[src/rtl/arming_pkg.sv]
// arming and density-modulated output constants, modes and state carriers
// assumes a single 25 MHz clock; samples arrive already offset-cancelled
// Behaviour
// - density output only when configuration selects it
// - saturate sample to 10 bits, unsigned
// - 10 MHz accumulator carry drives density pin
// - arming only under SPI, three modes
// - after fault, stretch runs, no updates
// - moving average over last k samples
// - sample at slave-select fall, data response, source zero
// - average past threshold arms and loads stretch
// - stretched modes release at expiry, or at once when SPI or the armed mode is left
// - count increments on hit, clears otherwise
// - count reaching limit arms and loads stretch
// - unfiltered compares latest sample each edge
// - unfiltered pin follows data response, unstretched
// - down-sample counter gates evaluation at zero
// - stretch select zero follows last evaluation
// - nonzero stretch select follows timer only
// - timer decrements, reloads on arming condition
// - arming pin polarity selectable
package arming_pkg;
	localparam int          CLK_HZ           = 25000000;
	localparam int          DSM_HZ           = 10000000;
	// phase step: 10 MHz out of 25 MHz is 2 out of 5
	localparam logic [2:0]  DSM_NUM          = 3'h2;
	localparam logic [2:0]  DSM_DEN          = 3'h5;
	localparam int          SAMPLE_W         = 16;
	localparam int          DSM_W            = 10;
	localparam logic signed [15:0] DSM_MAX   = 16'sh01ff;
	localparam logic signed [15:0] DSM_MIN   = -16'sh0200;
	localparam int          TICK_US          = 1;
	localparam int          TICK_CYC         = (CLK_HZ / 1000000) * TICK_US;
	localparam int          STRETCH_W        = 8;
	localparam int          WIN_MAX          = 8;
	localparam logic [1:0]  DS_RESET         = 2'h0;
	localparam logic [7:0]  STRETCH_RESET    = 8'h00;

	// configuration field encodings
	typedef enum logic [2:0]
	{
		CFG_OFF       = 3'h0,
		CFG_AVG       = 3'h1,
		CFG_COUNT     = 3'h2,
		CFG_UNFILT    = 3'h3,
		CFG_DENSITY   = 3'h4
	} arm_cfg_type;

	typedef struct packed
	{
		arm_cfg_type            mode;
		logic                   active_low;
		logic [1:0]             arming_window_size;
		logic [1:0]             arming_downsample_select;
		logic [1:0]             arming_stretch_select;
		logic [STRETCH_W-1:0]   stretch_value;
		logic signed [15:0]     pos_threshold;
		logic signed [15:0]     neg_threshold;
	} arm_config_type;
endpackage

[src/rtl/density_modulator.sv]
// first-order density modulator: 10-bit accumulator whose carry drives the pin
// assumes a 25 MHz clock; the 10 MHz rate is made by a fractional enable
`timescale 1ns/1ns
module density_modulator
	import arming_pkg::*;
(
	input  wire logic                  ref_clk_i,   // system clock
	input  wire logic                  rst_n_i,     // async reset, low
	input  wire logic                  enable_i,    // density output selected
	input  wire logic signed [15:0]    sample_i,    // signed sample
	output logic                       pcm_o        // carry output
);
	typedef struct packed
	{
		logic [2:0]        phase;
		logic [DSM_W-1:0]  acc;
		logic              carry;
	} dsm_state_type;

	dsm_state_type  st_reg;
	dsm_state_type  st_next;
	logic [DSM_W-1:0] unsigned_smp;
	logic [DSM_W:0]   sum;
	logic [3:0]       phase_sum;

	// saturate and offset to unsigned
	always_comb
	begin
		if (sample_i > DSM_MAX)
			unsigned_smp = 10'h3ff;
		else if (sample_i < DSM_MIN)
			unsigned_smp = 10'h000;
		else
			unsigned_smp = {~sample_i[9], sample_i[8:0]};
		sum = {1'b0, st_reg.acc} + {1'b0, unsigned_smp};
		phase_sum = {1'b0, st_reg.phase} + {1'b0, DSM_NUM};
	end

	// accumulator steps at 10 MHz average rate
	always_comb
	begin
		st_next = st_reg;
		if (!enable_i)
		begin
			st_next = '0;
		end
		else if (phase_sum >= {1'b0, DSM_DEN})
		begin
			st_next.phase = 3'(phase_sum - {1'b0, DSM_DEN});
			st_next.acc   = sum[DSM_W-1:0];
			st_next.carry = sum[DSM_W];
		end
		else
		begin
			st_next.phase = phase_sum[2:0];
		end
	end

	// state register
	always_ff @(posedge ref_clk_i or negedge rst_n_i)
	begin
		if (!rst_n_i)
			st_reg <= '0;
		else
			st_reg <= st_next;
	end

	assign pcm_o = st_reg.carry;
endmodule

[src/rtl/sensor_arming_logic.sv]
// arming decision for one channel, plus the optional density output
// assumes slave select and response flags come from pins; sample is same-clock logic
`timescale 1ns/1ns
module sensor_arming_logic
	import arming_pkg::*;
#(
	parameter int TICK_CYCLES = TICK_CYC    // stretch decrement period in clocks
)
(
	input  wire logic                  ref_clk_i,       // 25 MHz clock
	input  wire logic                  rst_n_i,         // async reset, low
	input  wire arm_config_type        cfg_i,           // channel configuration
	input  wire logic                  spi_selected_i,  // interface is SPI
	input  wire logic                  fault_i,         // error or exception
	input  wire logic signed [15:0]    sample_i,        // offset-cancelled sample
	input  wire logic                  ss_n_i,          // slave select pin, low
	input  wire logic                  data_resp_i,     // pin: sensor-data response
	input  wire logic                  src_zero_i,      // pin: source identifier zero
	output logic                       arm_o,           // arming pin
	output logic                       arm_cond_o,      // last evaluation armed
	output logic                       pcm_o            // density output pin
);
	typedef enum logic [2:0]
	{
		ST_IDLE  = 3'b001,
		ST_RUN   = 3'b010,
		ST_FROZE = 3'b100
	} phase_type;

	typedef struct packed
	{
		logic [1:0]                     ss_sync;
		logic [1:0]                     resp_sync;
		logic [1:0]                     src_sync;
		logic                           ss_prev;
		phase_type                      phase;
		logic [WIN_MAX*SAMPLE_W-1:0]    hist;
		logic [1:0]                     ds_cnt;
		logic [3:0]                     hit_cnt;
		logic                           cond;
		logic [STRETCH_W-1:0]           stretch;
		logic [15:0]                    tick;
		logic                           pin;
	} arm_state_type;

	arm_state_type  st_reg;
	arm_state_type  st_next;

	logic                   ss_fall;
	logic                   qualify;
	logic                   arm_on;
	logic [3:0]             k;
	logic signed [19:0]     sum;
	logic signed [15:0]     avg;
	logic                   avg_hit;
	logic                   smp_hit;
	logic                   stretched;
	logic [SAMPLE_W-1:0]    win [WIN_MAX];

	// window size maps to 1, 2, 4 or 8 samples or counts
	assign k = 4'(1 << cfg_i.arming_window_size);
	assign arm_on = spi_selected_i && (cfg_i.mode == CFG_AVG || cfg_i.mode == CFG_COUNT
		|| cfg_i.mode == CFG_UNFILT);
	assign stretched = (cfg_i.mode != CFG_UNFILT) && (cfg_i.arming_stretch_select != 2'h0);

	// edge on the synchronised slave select, qualified by data response and source zero
	assign ss_fall = st_reg.ss_prev && !st_reg.ss_sync[1];
	assign qualify = ss_fall && st_reg.resp_sync[1] && st_reg.src_sync[1];

	// unpack the history window
	genvar gi;
	generate
		for (gi = 0; gi < WIN_MAX; gi++)
		begin : g_win
			assign win[gi] = st_reg.hist[gi*SAMPLE_W +: SAMPLE_W];
		end
	endgenerate

	// average over the newest k samples, sample included
	always_comb
	begin
		sum = 20'(sample_i);
		for (int i = 0; i < WIN_MAX - 1; i++)
			if (4'(i + 1) < k)
				sum = sum + 20'($signed(win[i]));
		avg = 16'(sum >>> cfg_i.arming_window_size);
		avg_hit = (avg >= cfg_i.pos_threshold) || (avg <= cfg_i.neg_threshold);
		smp_hit = (sample_i >= cfg_i.pos_threshold)
			|| (sample_i <= cfg_i.neg_threshold);
	end

	// main next-state logic
	always_comb
	begin
		logic new_cond;
		logic evaluate;
		new_cond = 1'b0;
		evaluate = 1'b0;
		st_next = st_reg;
		st_next.ss_sync   = {st_reg.ss_sync[0], ss_n_i};
		st_next.resp_sync = {st_reg.resp_sync[0], data_resp_i};
		st_next.src_sync  = {st_reg.src_sync[0], src_zero_i};
		st_next.ss_prev   = st_reg.ss_sync[1];

		// stretch timer ticks down to zero
		if (st_reg.tick >= 16'(TICK_CYCLES - 1))
		begin
			st_next.tick = 16'h0000;
			if (st_reg.stretch != '0)
				st_next.stretch = st_reg.stretch - 1'b1;
		end
		else
		begin
			st_next.tick = st_reg.tick + 16'h0001;
		end

		case (st_reg.phase)
			ST_IDLE:
			begin
				if (arm_on)
					st_next.phase = ST_RUN;
			end
			ST_RUN:
			begin
				if (!arm_on)
				begin
					st_next.phase = ST_IDLE;
					st_next.cond = 1'b0;
					st_next.hit_cnt = 4'h0;
					st_next.ds_cnt = DS_RESET;
				end
				else if (fault_i)
				begin
					st_next.phase = ST_FROZE;
				end
				else if (qualify)
				begin
					// down-sampling gate
					evaluate = (st_reg.ds_cnt == 2'h0) || (cfg_i.mode == CFG_UNFILT);
					if (st_reg.ds_cnt >= cfg_i.arming_downsample_select)
						st_next.ds_cnt = 2'h0;
					else
						st_next.ds_cnt = st_reg.ds_cnt + 2'h1;
				end
			end
			ST_FROZE:
			begin
				// no update; stretch keeps running down
				if (!fault_i || !arm_on)
					st_next.phase = arm_on ? ST_RUN : ST_IDLE;
			end
			default:
			begin
				st_next.phase = ST_IDLE;
			end
		endcase

		if (evaluate)
		begin
			case (cfg_i.mode)
				CFG_AVG:
				begin
					st_next.hist = {st_reg.hist[(WIN_MAX-1)*SAMPLE_W-1:0], sample_i};
					new_cond = avg_hit;
				end
				CFG_COUNT:
				begin
					if (smp_hit)
					begin
						if (st_reg.hit_cnt < 4'hf)
							st_next.hit_cnt = st_reg.hit_cnt + 4'h1;
					end
					else
					begin
						st_next.hit_cnt = 4'h0;
					end
					// compare without adding, so a saturated count cannot wrap
					new_cond = smp_hit && (st_reg.hit_cnt >= (k - 4'h1));
				end
				CFG_UNFILT:
				begin
					new_cond = smp_hit;
				end
				default:
				begin
					new_cond = 1'b0;
				end
			endcase
			st_next.cond = new_cond;
			if (new_cond && cfg_i.mode != CFG_UNFILT)
				st_next.stretch = cfg_i.stretch_value;
		end

		// arming pin level before polarity
		if (cfg_i.mode == CFG_UNFILT)
			st_next.pin = st_next.cond && !st_reg.ss_sync[1] && st_reg.resp_sync[1];
		else if (stretched)
			st_next.pin = (st_next.stretch != '0);
		else
			st_next.pin = st_next.cond;
		if (!arm_on)
			st_next.pin = 1'b0;
	end

	// state register
	always_ff @(posedge ref_clk_i or negedge rst_n_i)
	begin
		if (!rst_n_i)
		begin
			st_reg <= '0;
			st_reg.ss_sync <= 2'h3;
			st_reg.ss_prev <= 1'b1;
			st_reg.phase <= ST_IDLE;
			st_reg.ds_cnt <= DS_RESET;
			st_reg.stretch <= STRETCH_RESET;
		end
		else
		begin
			st_reg <= st_next;
		end
	end

	assign arm_o = st_reg.pin ^ cfg_i.active_low;
	assign arm_cond_o = st_reg.cond;

	// density output path
	density_modulator u_dsm
	(
		.ref_clk_i (ref_clk_i),
		.rst_n_i   (rst_n_i),
		.enable_i  (cfg_i.mode == CFG_DENSITY),
		.sample_i  (sample_i),
		.pcm_o     (pcm_o)
	);
endmodule

[config.mk]
export PLATFORM = sky130hd
export DESIGN_NAME = sensor_arming_logic
export DESIGN_NICKNAME = d
export VERILOG_FILES = /design/src/rtl/arming_pkg.sv /design/src/rtl/density_modulator.sv /design/src/rtl/sensor_arming_logic.sv
export SDC_FILE = /design/constraint.sdc
export NUM_CORES = 1
export LEC_CHECK = 0
export BUFFER_PORTS_ARGS = -buffer_cell sky130_fd_sc_hd__buf_4
export CAP_MARGIN = 25
export CORE_MARGIN = 2
export CORE_UTILIZATION = 30
export DETAILED_ROUTE_END_ITERATION = 16
export RECOVER_POWER = 50
export SYNTH_ARGS = -nofsm -noshare
export SYNTH_HDL_FRONTEND = slang
export SYNTH_SLANG_ARGS = --single-unit
[constraint.sdc]
create_clock -name ref_clk_i -period 33.4 [get_ports ref_clk_i]
set_clock_uncertainty 0.05 [all_clocks]
set_input_delay 6.68 -clock ref_clk_i [delete_from_list [all_inputs] [get_ports ref_clk_i]]
set_output_delay 6.68 -clock ref_clk_i [all_outputs]
set_load 0.05 [all_outputs]
==> results.txt, run 1 <==
PostCTS Resize Cnt - 0
P&R area growth vs syn - 12.1%
FF-to-FF setup slack - 20,880 ps
Detailed Place HPWL - 32.3 mm
Site Rows - 83
Peak per-stage delay on the critical path - 640 ps
Max H-tree Level - 4
Synth area leaders - dfrtp_1 (26%), ha_1 (17%), mux2_2 (8.7%), a21oi_1 (4.8%), xnor2_1 (4.1%)
Input/output buffers - 75
First-pass GRT wire length - 66.9 mm
CTS tree - done
Synth Flop Type - dfrtp_1
Pwr/cell area - 35.3 nW/um^2
Worst setup SP type - input pin
Pins Over Slew Limit - 137
Final ANT Viol Nets - 0
Fillers - 5,303
DR DRC count - 0
Boundary Pins - 76
Synth cell types - 83
Post-DR vias/cell - 5.16
Wl on met1 - 18.7 mm
Number of flip-flops under the largest register name - 149
# Post-CTS Setup Buffers - 0
1st-pass router iterations - 5
Status - finished with violations
Die Wd - 233 um
Mapped Cells - 1,740
Nets - 2,113
Uppermost routed layer - met4
DR WL/cell - 16.3 um
Yosys Warn Count - 0
VDD IR max - 26.9 uV
Total number of vias - 12,900
Final Util - 34.2%
Final hold violations - 0
Placer Congestion - 0.894
Fin crit share - 58.9%
CTS buffer count - 17
Total gr overflow - 0
Root buffer cell - clkbuf_16
Netlist area before placement - 15,700 sq um
FMAX - 50.9 MHz
Worst EP required - 33,700 ps
Failing checks - capacitance limit, slew limit
Clock slew at reported path FFs - 70 ps
Overall routed net length - 40.7 mm
# setup viols final - 0
Min Tclk post-route - 19,660 ps
Leakage power - 8.62 nW
Largest net degree at the start of global routing - 76
Post-synth EDFFs - 0
Worst-path fanout max - 43
CTS Hold Buffers Added - 0
N_diodes - 0
Async set-reset flop share out of synthesis - 100%
DR WL met3 - 937 um
Post-DP Area - 17,100 sq um
Initial core utilization - 30.5%
Synth area leader - dfrtp_1
Die Area - 54,200 sq um
Layout cells sized above 1 - 14.9%
CTS max path bufs - 2
Final TNS setup - 0 ps
CP arrival - 19,960 ps
Slew headroom - -150%
MaxCap Viol Count - 2
Yosys reg bits - 168
Initial antenna violation count - 0
Sequential-to-total area share from yosys stat - 26.8%
Fin cells - 2,504
Critical Path Slowest Stage Cell - nand2_1
DR iter-0 viols - 686
Tot GR Track Use - 15.5%
Worst hold path class - register to register
Die height - 233 um
Synth top area share - 26.1%
Clk sinks - 168
Core area - 51,500 sq um
Critical path endpoint category - register
Placed insts - 2,472
Post-Layout Inst Area - 17,600 sq um
RSZ-0062 raised after global routing - no
Skew-Pair Late Insertion Delay - 460 ps
Met2 WL - 20.0 mm
Vias in the first global route - 12,900
Setup Crit Path Kind - input pin to register
Post-Syn Area per Cell - 9.03 sq um
Overall Power - 622 uW
Slew @ Worst Pin - 3750 ps
-- metal layers --
metal  vias up  GRT usage [%]
met5         -              0
met4         0           5.65
met3        50           1.75
met2       200           26.9
met1      6253           19.6
li1       6427              -
-- critical path, delay by kind of cell --
family	cells	cell delay [ps]
AO/OA/AOI/OAI	25	5390
adder cells (fa/ha/maj)	8	2830
AND/OR/NAND/NOR	12	2370
XOR/XNOR	5	1040
buffers and inverters	4	900
multiplexers	3	690
-- kinds of logic (layout without fill, tap and decap cells) --
logic type | Yosys count | after routing | synth area share [%]
muxes | 150 | 150 | 11.4
buffers and inverters | 147 | 221 | 3.65
other | 1 | 11 | 0.0239
and+or+nand+nor | 448 | 448 | 13.6
adders and majority gates | 228 | 228 | 18.6
AOI/OAI and AO/OA | 472 | 472 | 18.9
xor gates and xnor gates | 126 | 126 | 7.11
DFF | 168 | 168 | 26.8
-- final cells by class --
class                      count  area [sq um]  share of cell area, %
timing repair buffer          84           612                   3.47
clock buffer                  18           439                   2.49
tap                          680           851                   4.83
clock inverter                13           134                  0.760
sequential                   168          4210                   23.9
multi-input combinational   1435         11000                   62.3
inverter                     106           398                   2.26
-- synth_stat cells (6+ instances only) --
cell type / number
nand2b_1: 24
nand3_1: 32
and3_1: 9
a211oi_1: 10
inv_1: 104
nor2_1: 123
o21a_1: 27
a211o_1: 6
xnor2_1: 73
nor2b_1: 17
or2_2: 8
clkbuf_1: 22
o31ai_1: 8
a31oi_1: 12
ha_1: 219
nand2_1: 136
o21ai_0: 122
nand4_1: 18
a21o_1: 61
buf_2: 14
fa_1: 9
o21bai_1: 13
mux2i_1: 11
dfrtp_1: 164
mux2_1: 8
or3_1: 9
o211ai_1: 8
nand3b_1: 7
mux4_2: 10
nor4_1: 9
a21oi_1: 150
xor2_1: 52
mux2_2: 121
nor3_1: 29
-- path summary, 6_finish.rpt --
check                           cells after the start                to          from
worst max-delay path                               57        st_reg[19]     cfg_i[45]
worst min-delay path                                0       st_reg[167]  st_next[167]
worst max register to register                     57        st_reg[19]    st_reg[32]
worst min register to register                      0       st_reg[167]  st_next[167]
max in group asynchronous                           3       st_reg[142]       rst_n_i
min in group asynchronous                           1  u_dsm.st_reg[13]       rst_n_i
-- metrics by stage --
step / setup slack (ps) / hold slack [ps]
CTS: 13790 / 307
floorplan: 15770 / 281
global placement: 13600 / 287
detailed placement: 13360 / 286
global route: 12690 / 312
finish: 13740 / 306
-- power breakdown --
group	switching (mW)	internal, mW	total, mW	leakage, nW
Combinational	0.117	0.0868	0.204	6.10
Sequential	0.00705	0.210	0.217	2.25
Clock	0.0943	0.106	0.200	0.273
Total	0.218	0.403	0.622	8.62
-- placed cells by master (no fill, tap or decap), drive strengths merged, types with 11 or more instances in the layout --
cell	count
nand2b	24
xor2	52
conb	11
mux2i	11
dfrtp	164
mux2	129
clkbuf	26
inv	113
nand3	32
nand2	137
buf	76
nand4	18
nor3	30
a21o	61
o21a	27
o21ai	127
ha	219
o21bai	13
nor2	123
a21oi	150
a31oi	12
nor2b	17
xnor2	73
Power figures use the tool's default switching activity.
==> inputs of run 2 (changes only) <==
- clock period: 33.4 -> 20.3 ns (I/O delays scaled with it)
==> results.txt, run 2 (synthesis results as in run 1) <==
DR iter-0 viols - 652 (-5.0%)
Internal - 689 uW (+71%)
Site Rows - 83 (unchanged)
Largest net degree at the start of global routing - 76 (unchanged)
Overall routed net length - 40.8 mm (+0.14%)
Die Area - 54,200 sq um (unchanged)
Placer Congestion - 0.896 (+0.17%)
Number of flip-flops under the largest register name - 149 (unchanged)
Worst-path fanout max - 43 (unchanged)
Input/output buffers - 75 (unchanged)
# Post-CTS Setup Buffers - 0 (unchanged)
Clk sinks - 168 (unchanged)
Initial antenna violation count - 0 (unchanged)
Multi-input gate area - 11,000 sq um (unchanged)
# setup viols final - 0 (unchanged)
Root buffer cell - clkbuf_16
Pre-CTS WS - 2880 ps (-10,470 ps)
CTS buffer count - 17 (unchanged)
Layout cells sized above 1 - 15.0% (+0.047 points)
Switch share - 34.4% (-0.75 points)
MaxCap Viol Count - 3 (+1)
WP buf/inv - 4 (unchanged)
Tot GR Track Use - 15.5% (+0.072 points)
Worst hold path class - register to register
Status - finished with violations
RSZ-0062 raised after global routing - no
Critical Path Slowest Stage Cell - nand2_1
Die Wd - 233 um (unchanged)
Sequential Power Share - 34.1% (-0.9 points)
Clock slew at reported path FFs - 70 ps (about the same)
CTS tree - done
Peak per-stage delay on the critical path - 660 ps (+20 ps)
Final TNS setup - 0 ps (unchanged)
VDD IR max - 37.3 uV (+39%)
Final hold violations - 0 (unchanged)
Total number of vias - 13,000 (+0.29%)
Nets - 2,113 (unchanged)
Clk network pwr share - 33.9% (+1.7 points)
Setup WS post-layout - 3250 ps (-10,490 ps)
Reg area - 4210 sq um (unchanged)
Boundary Pins - 76 (unchanged)
Post-DR vias/cell - 5.18 (+0.25%)
Max H-tree Level - 4 (unchanged)
Final ANT Viol Nets - 0 (unchanged)
First-pass GRT wire length - 67.2 mm (+0.44%)
Fin crit share - 84.0%
Worst setup SP type - input pin
Skew-Pair Late Insertion Delay - 460 ps (about the same)
Leakage power - 8.65 nW (+0.34%)
Most frequent cells in the layout - ha_1 (219), dfrtp_1 (164), a21oi_1 (150), nand2_1 (136), nor2_1 (123)
CTS Hold Buffers Added - 0 (unchanged)
Total gr overflow - 0 (unchanged)
DR DRC count - 0 (unchanged)
Vias in the first global route - 12,900 (-0.41%)
N_diodes - 0 (unchanged)
Final Util - 34.3% (+0.10 points)
CP top delay family - compound AO/OA/AOI/OAI gates
DR WL/cell - 16.3 um (about the same)
Setup Crit Path Kind - input pin to register
Overall Power - 1.05 mW (+69%)
CP arrival - 17,350 ps (-2610 ps)
Slew @ Worst Pin - 3670 ps (-80.4 ps)
Die height - 233 um (unchanged)
P&R area growth vs syn - 12.4%
Failing checks - capacitance limit, slew limit
NetSw - 361 uW (+65%)
Fillers - 5,317 (+0.26%)
Combinational fraction of design power - 31.9% (-0.9 points)
CTS max path bufs - 2 (unchanged)
Most common cell after layout, fill and taps aside - ha_1
Slew headroom - -145% (+5.4 points)
Pwr/cell area - 59.4 nW/um^2 (+68%)
Critical path endpoint category - register
Post-Layout Inst Area - 17,700 sq um (+0.29%)
PostCTS Resize Cnt - 0 (unchanged)
Worst EP required - 20,600 ps (-13,100 ps)
FMAX - 58.7 MHz
1st-pass router iterations - 5 (unchanged)
Post-DP Area - 17,100 sq um (unchanged)
Initial core utilization - 30.5% (unchanged)
Min Tclk post-route - 17,050 ps
Detailed Place HPWL - 32.2 mm (-0.25%)
Pins Over Slew Limit - 162 (+18%)
Core area - 51,500 sq um (unchanged)
run 2: cell count changes in the layout (fill, tap and decap cells not counted), sizes merged:
cell	change
clkinvlp	-1
inv	-1
bufinv	+2
clkinv	+1
run 2: worst paths after layout:
kind / start / end / slack [ps] / depth (start not counted)
setup / recovery: cfg_i[45] / st_reg[21] / 3250 / 57
hold / removal: st_next[165] / st_reg[165] / 310 / 0
setup reg to reg: st_reg[32] / st_reg[21] / 7830 / 57
hold reg to reg: st_next[165] / st_reg[165] / 310 / 0
max in group asynchronous: rst_n_i / st_reg[142] / 11720 / 3
min in group asynchronous: rst_n_i / u_dsm.pcm_o / 3900 / 1
run 2: worst reg2reg max path, delay by kind of cell, from the launching register on:
family | cells | cell delay [ps]
flip-flops | 1 | 400
multiplexers | 5 | 1320
adder cells (fa/ha/maj) | 9 | 3110
AO/OA/AOI/OAI | 25 | 4650
AND/OR/NAND/NOR | 11 | 1610
XOR/XNOR | 7 | 1200
run 2: power by group through the flow:
stage	clock network [mW]	registers, mW	logic, mW
floorplan	0	0.362	0.242
global placement	0	0.364	0.327
detailed placement	0	0.364	0.333
CTS	0.366	0.358	0.336
global route	0.380	0.359	0.378
finish	0.356	0.358	0.335
run 2: through the flow:
| step | hold WS [ps] | instances |
|---|---|---|
| after floorplan | 281 | 1750 |
| after global placement | 287 | 2471 |
| after detailed placement | 287 | 2472 |
| after CTS | 309 | 2504 |
| after global routing | 316 | 2505 |
| final | 307 | 2505 |
run 2: cell type report:
cell class	instances	share of cell area, %
inverters	106	2.25
clock inverters	14	1.05
well taps	680	4.81
multi-input cells	1435	62.1
flip-flops and latches	168	23.8
repair buffers	84	3.46
clock buffers	18	2.48
run 2: layer usage:
layer / track usage (%) / part of all wire [%] / vias to the layer above
met5: 0 / 0 / -
met4: 5.77 / 2.8 / 0
met3: 2.01 / 2.4 / 58
met2: 26.6 / 49 / 206
met1: 19.8 / 46 / 6267
li1: - / - / 6437
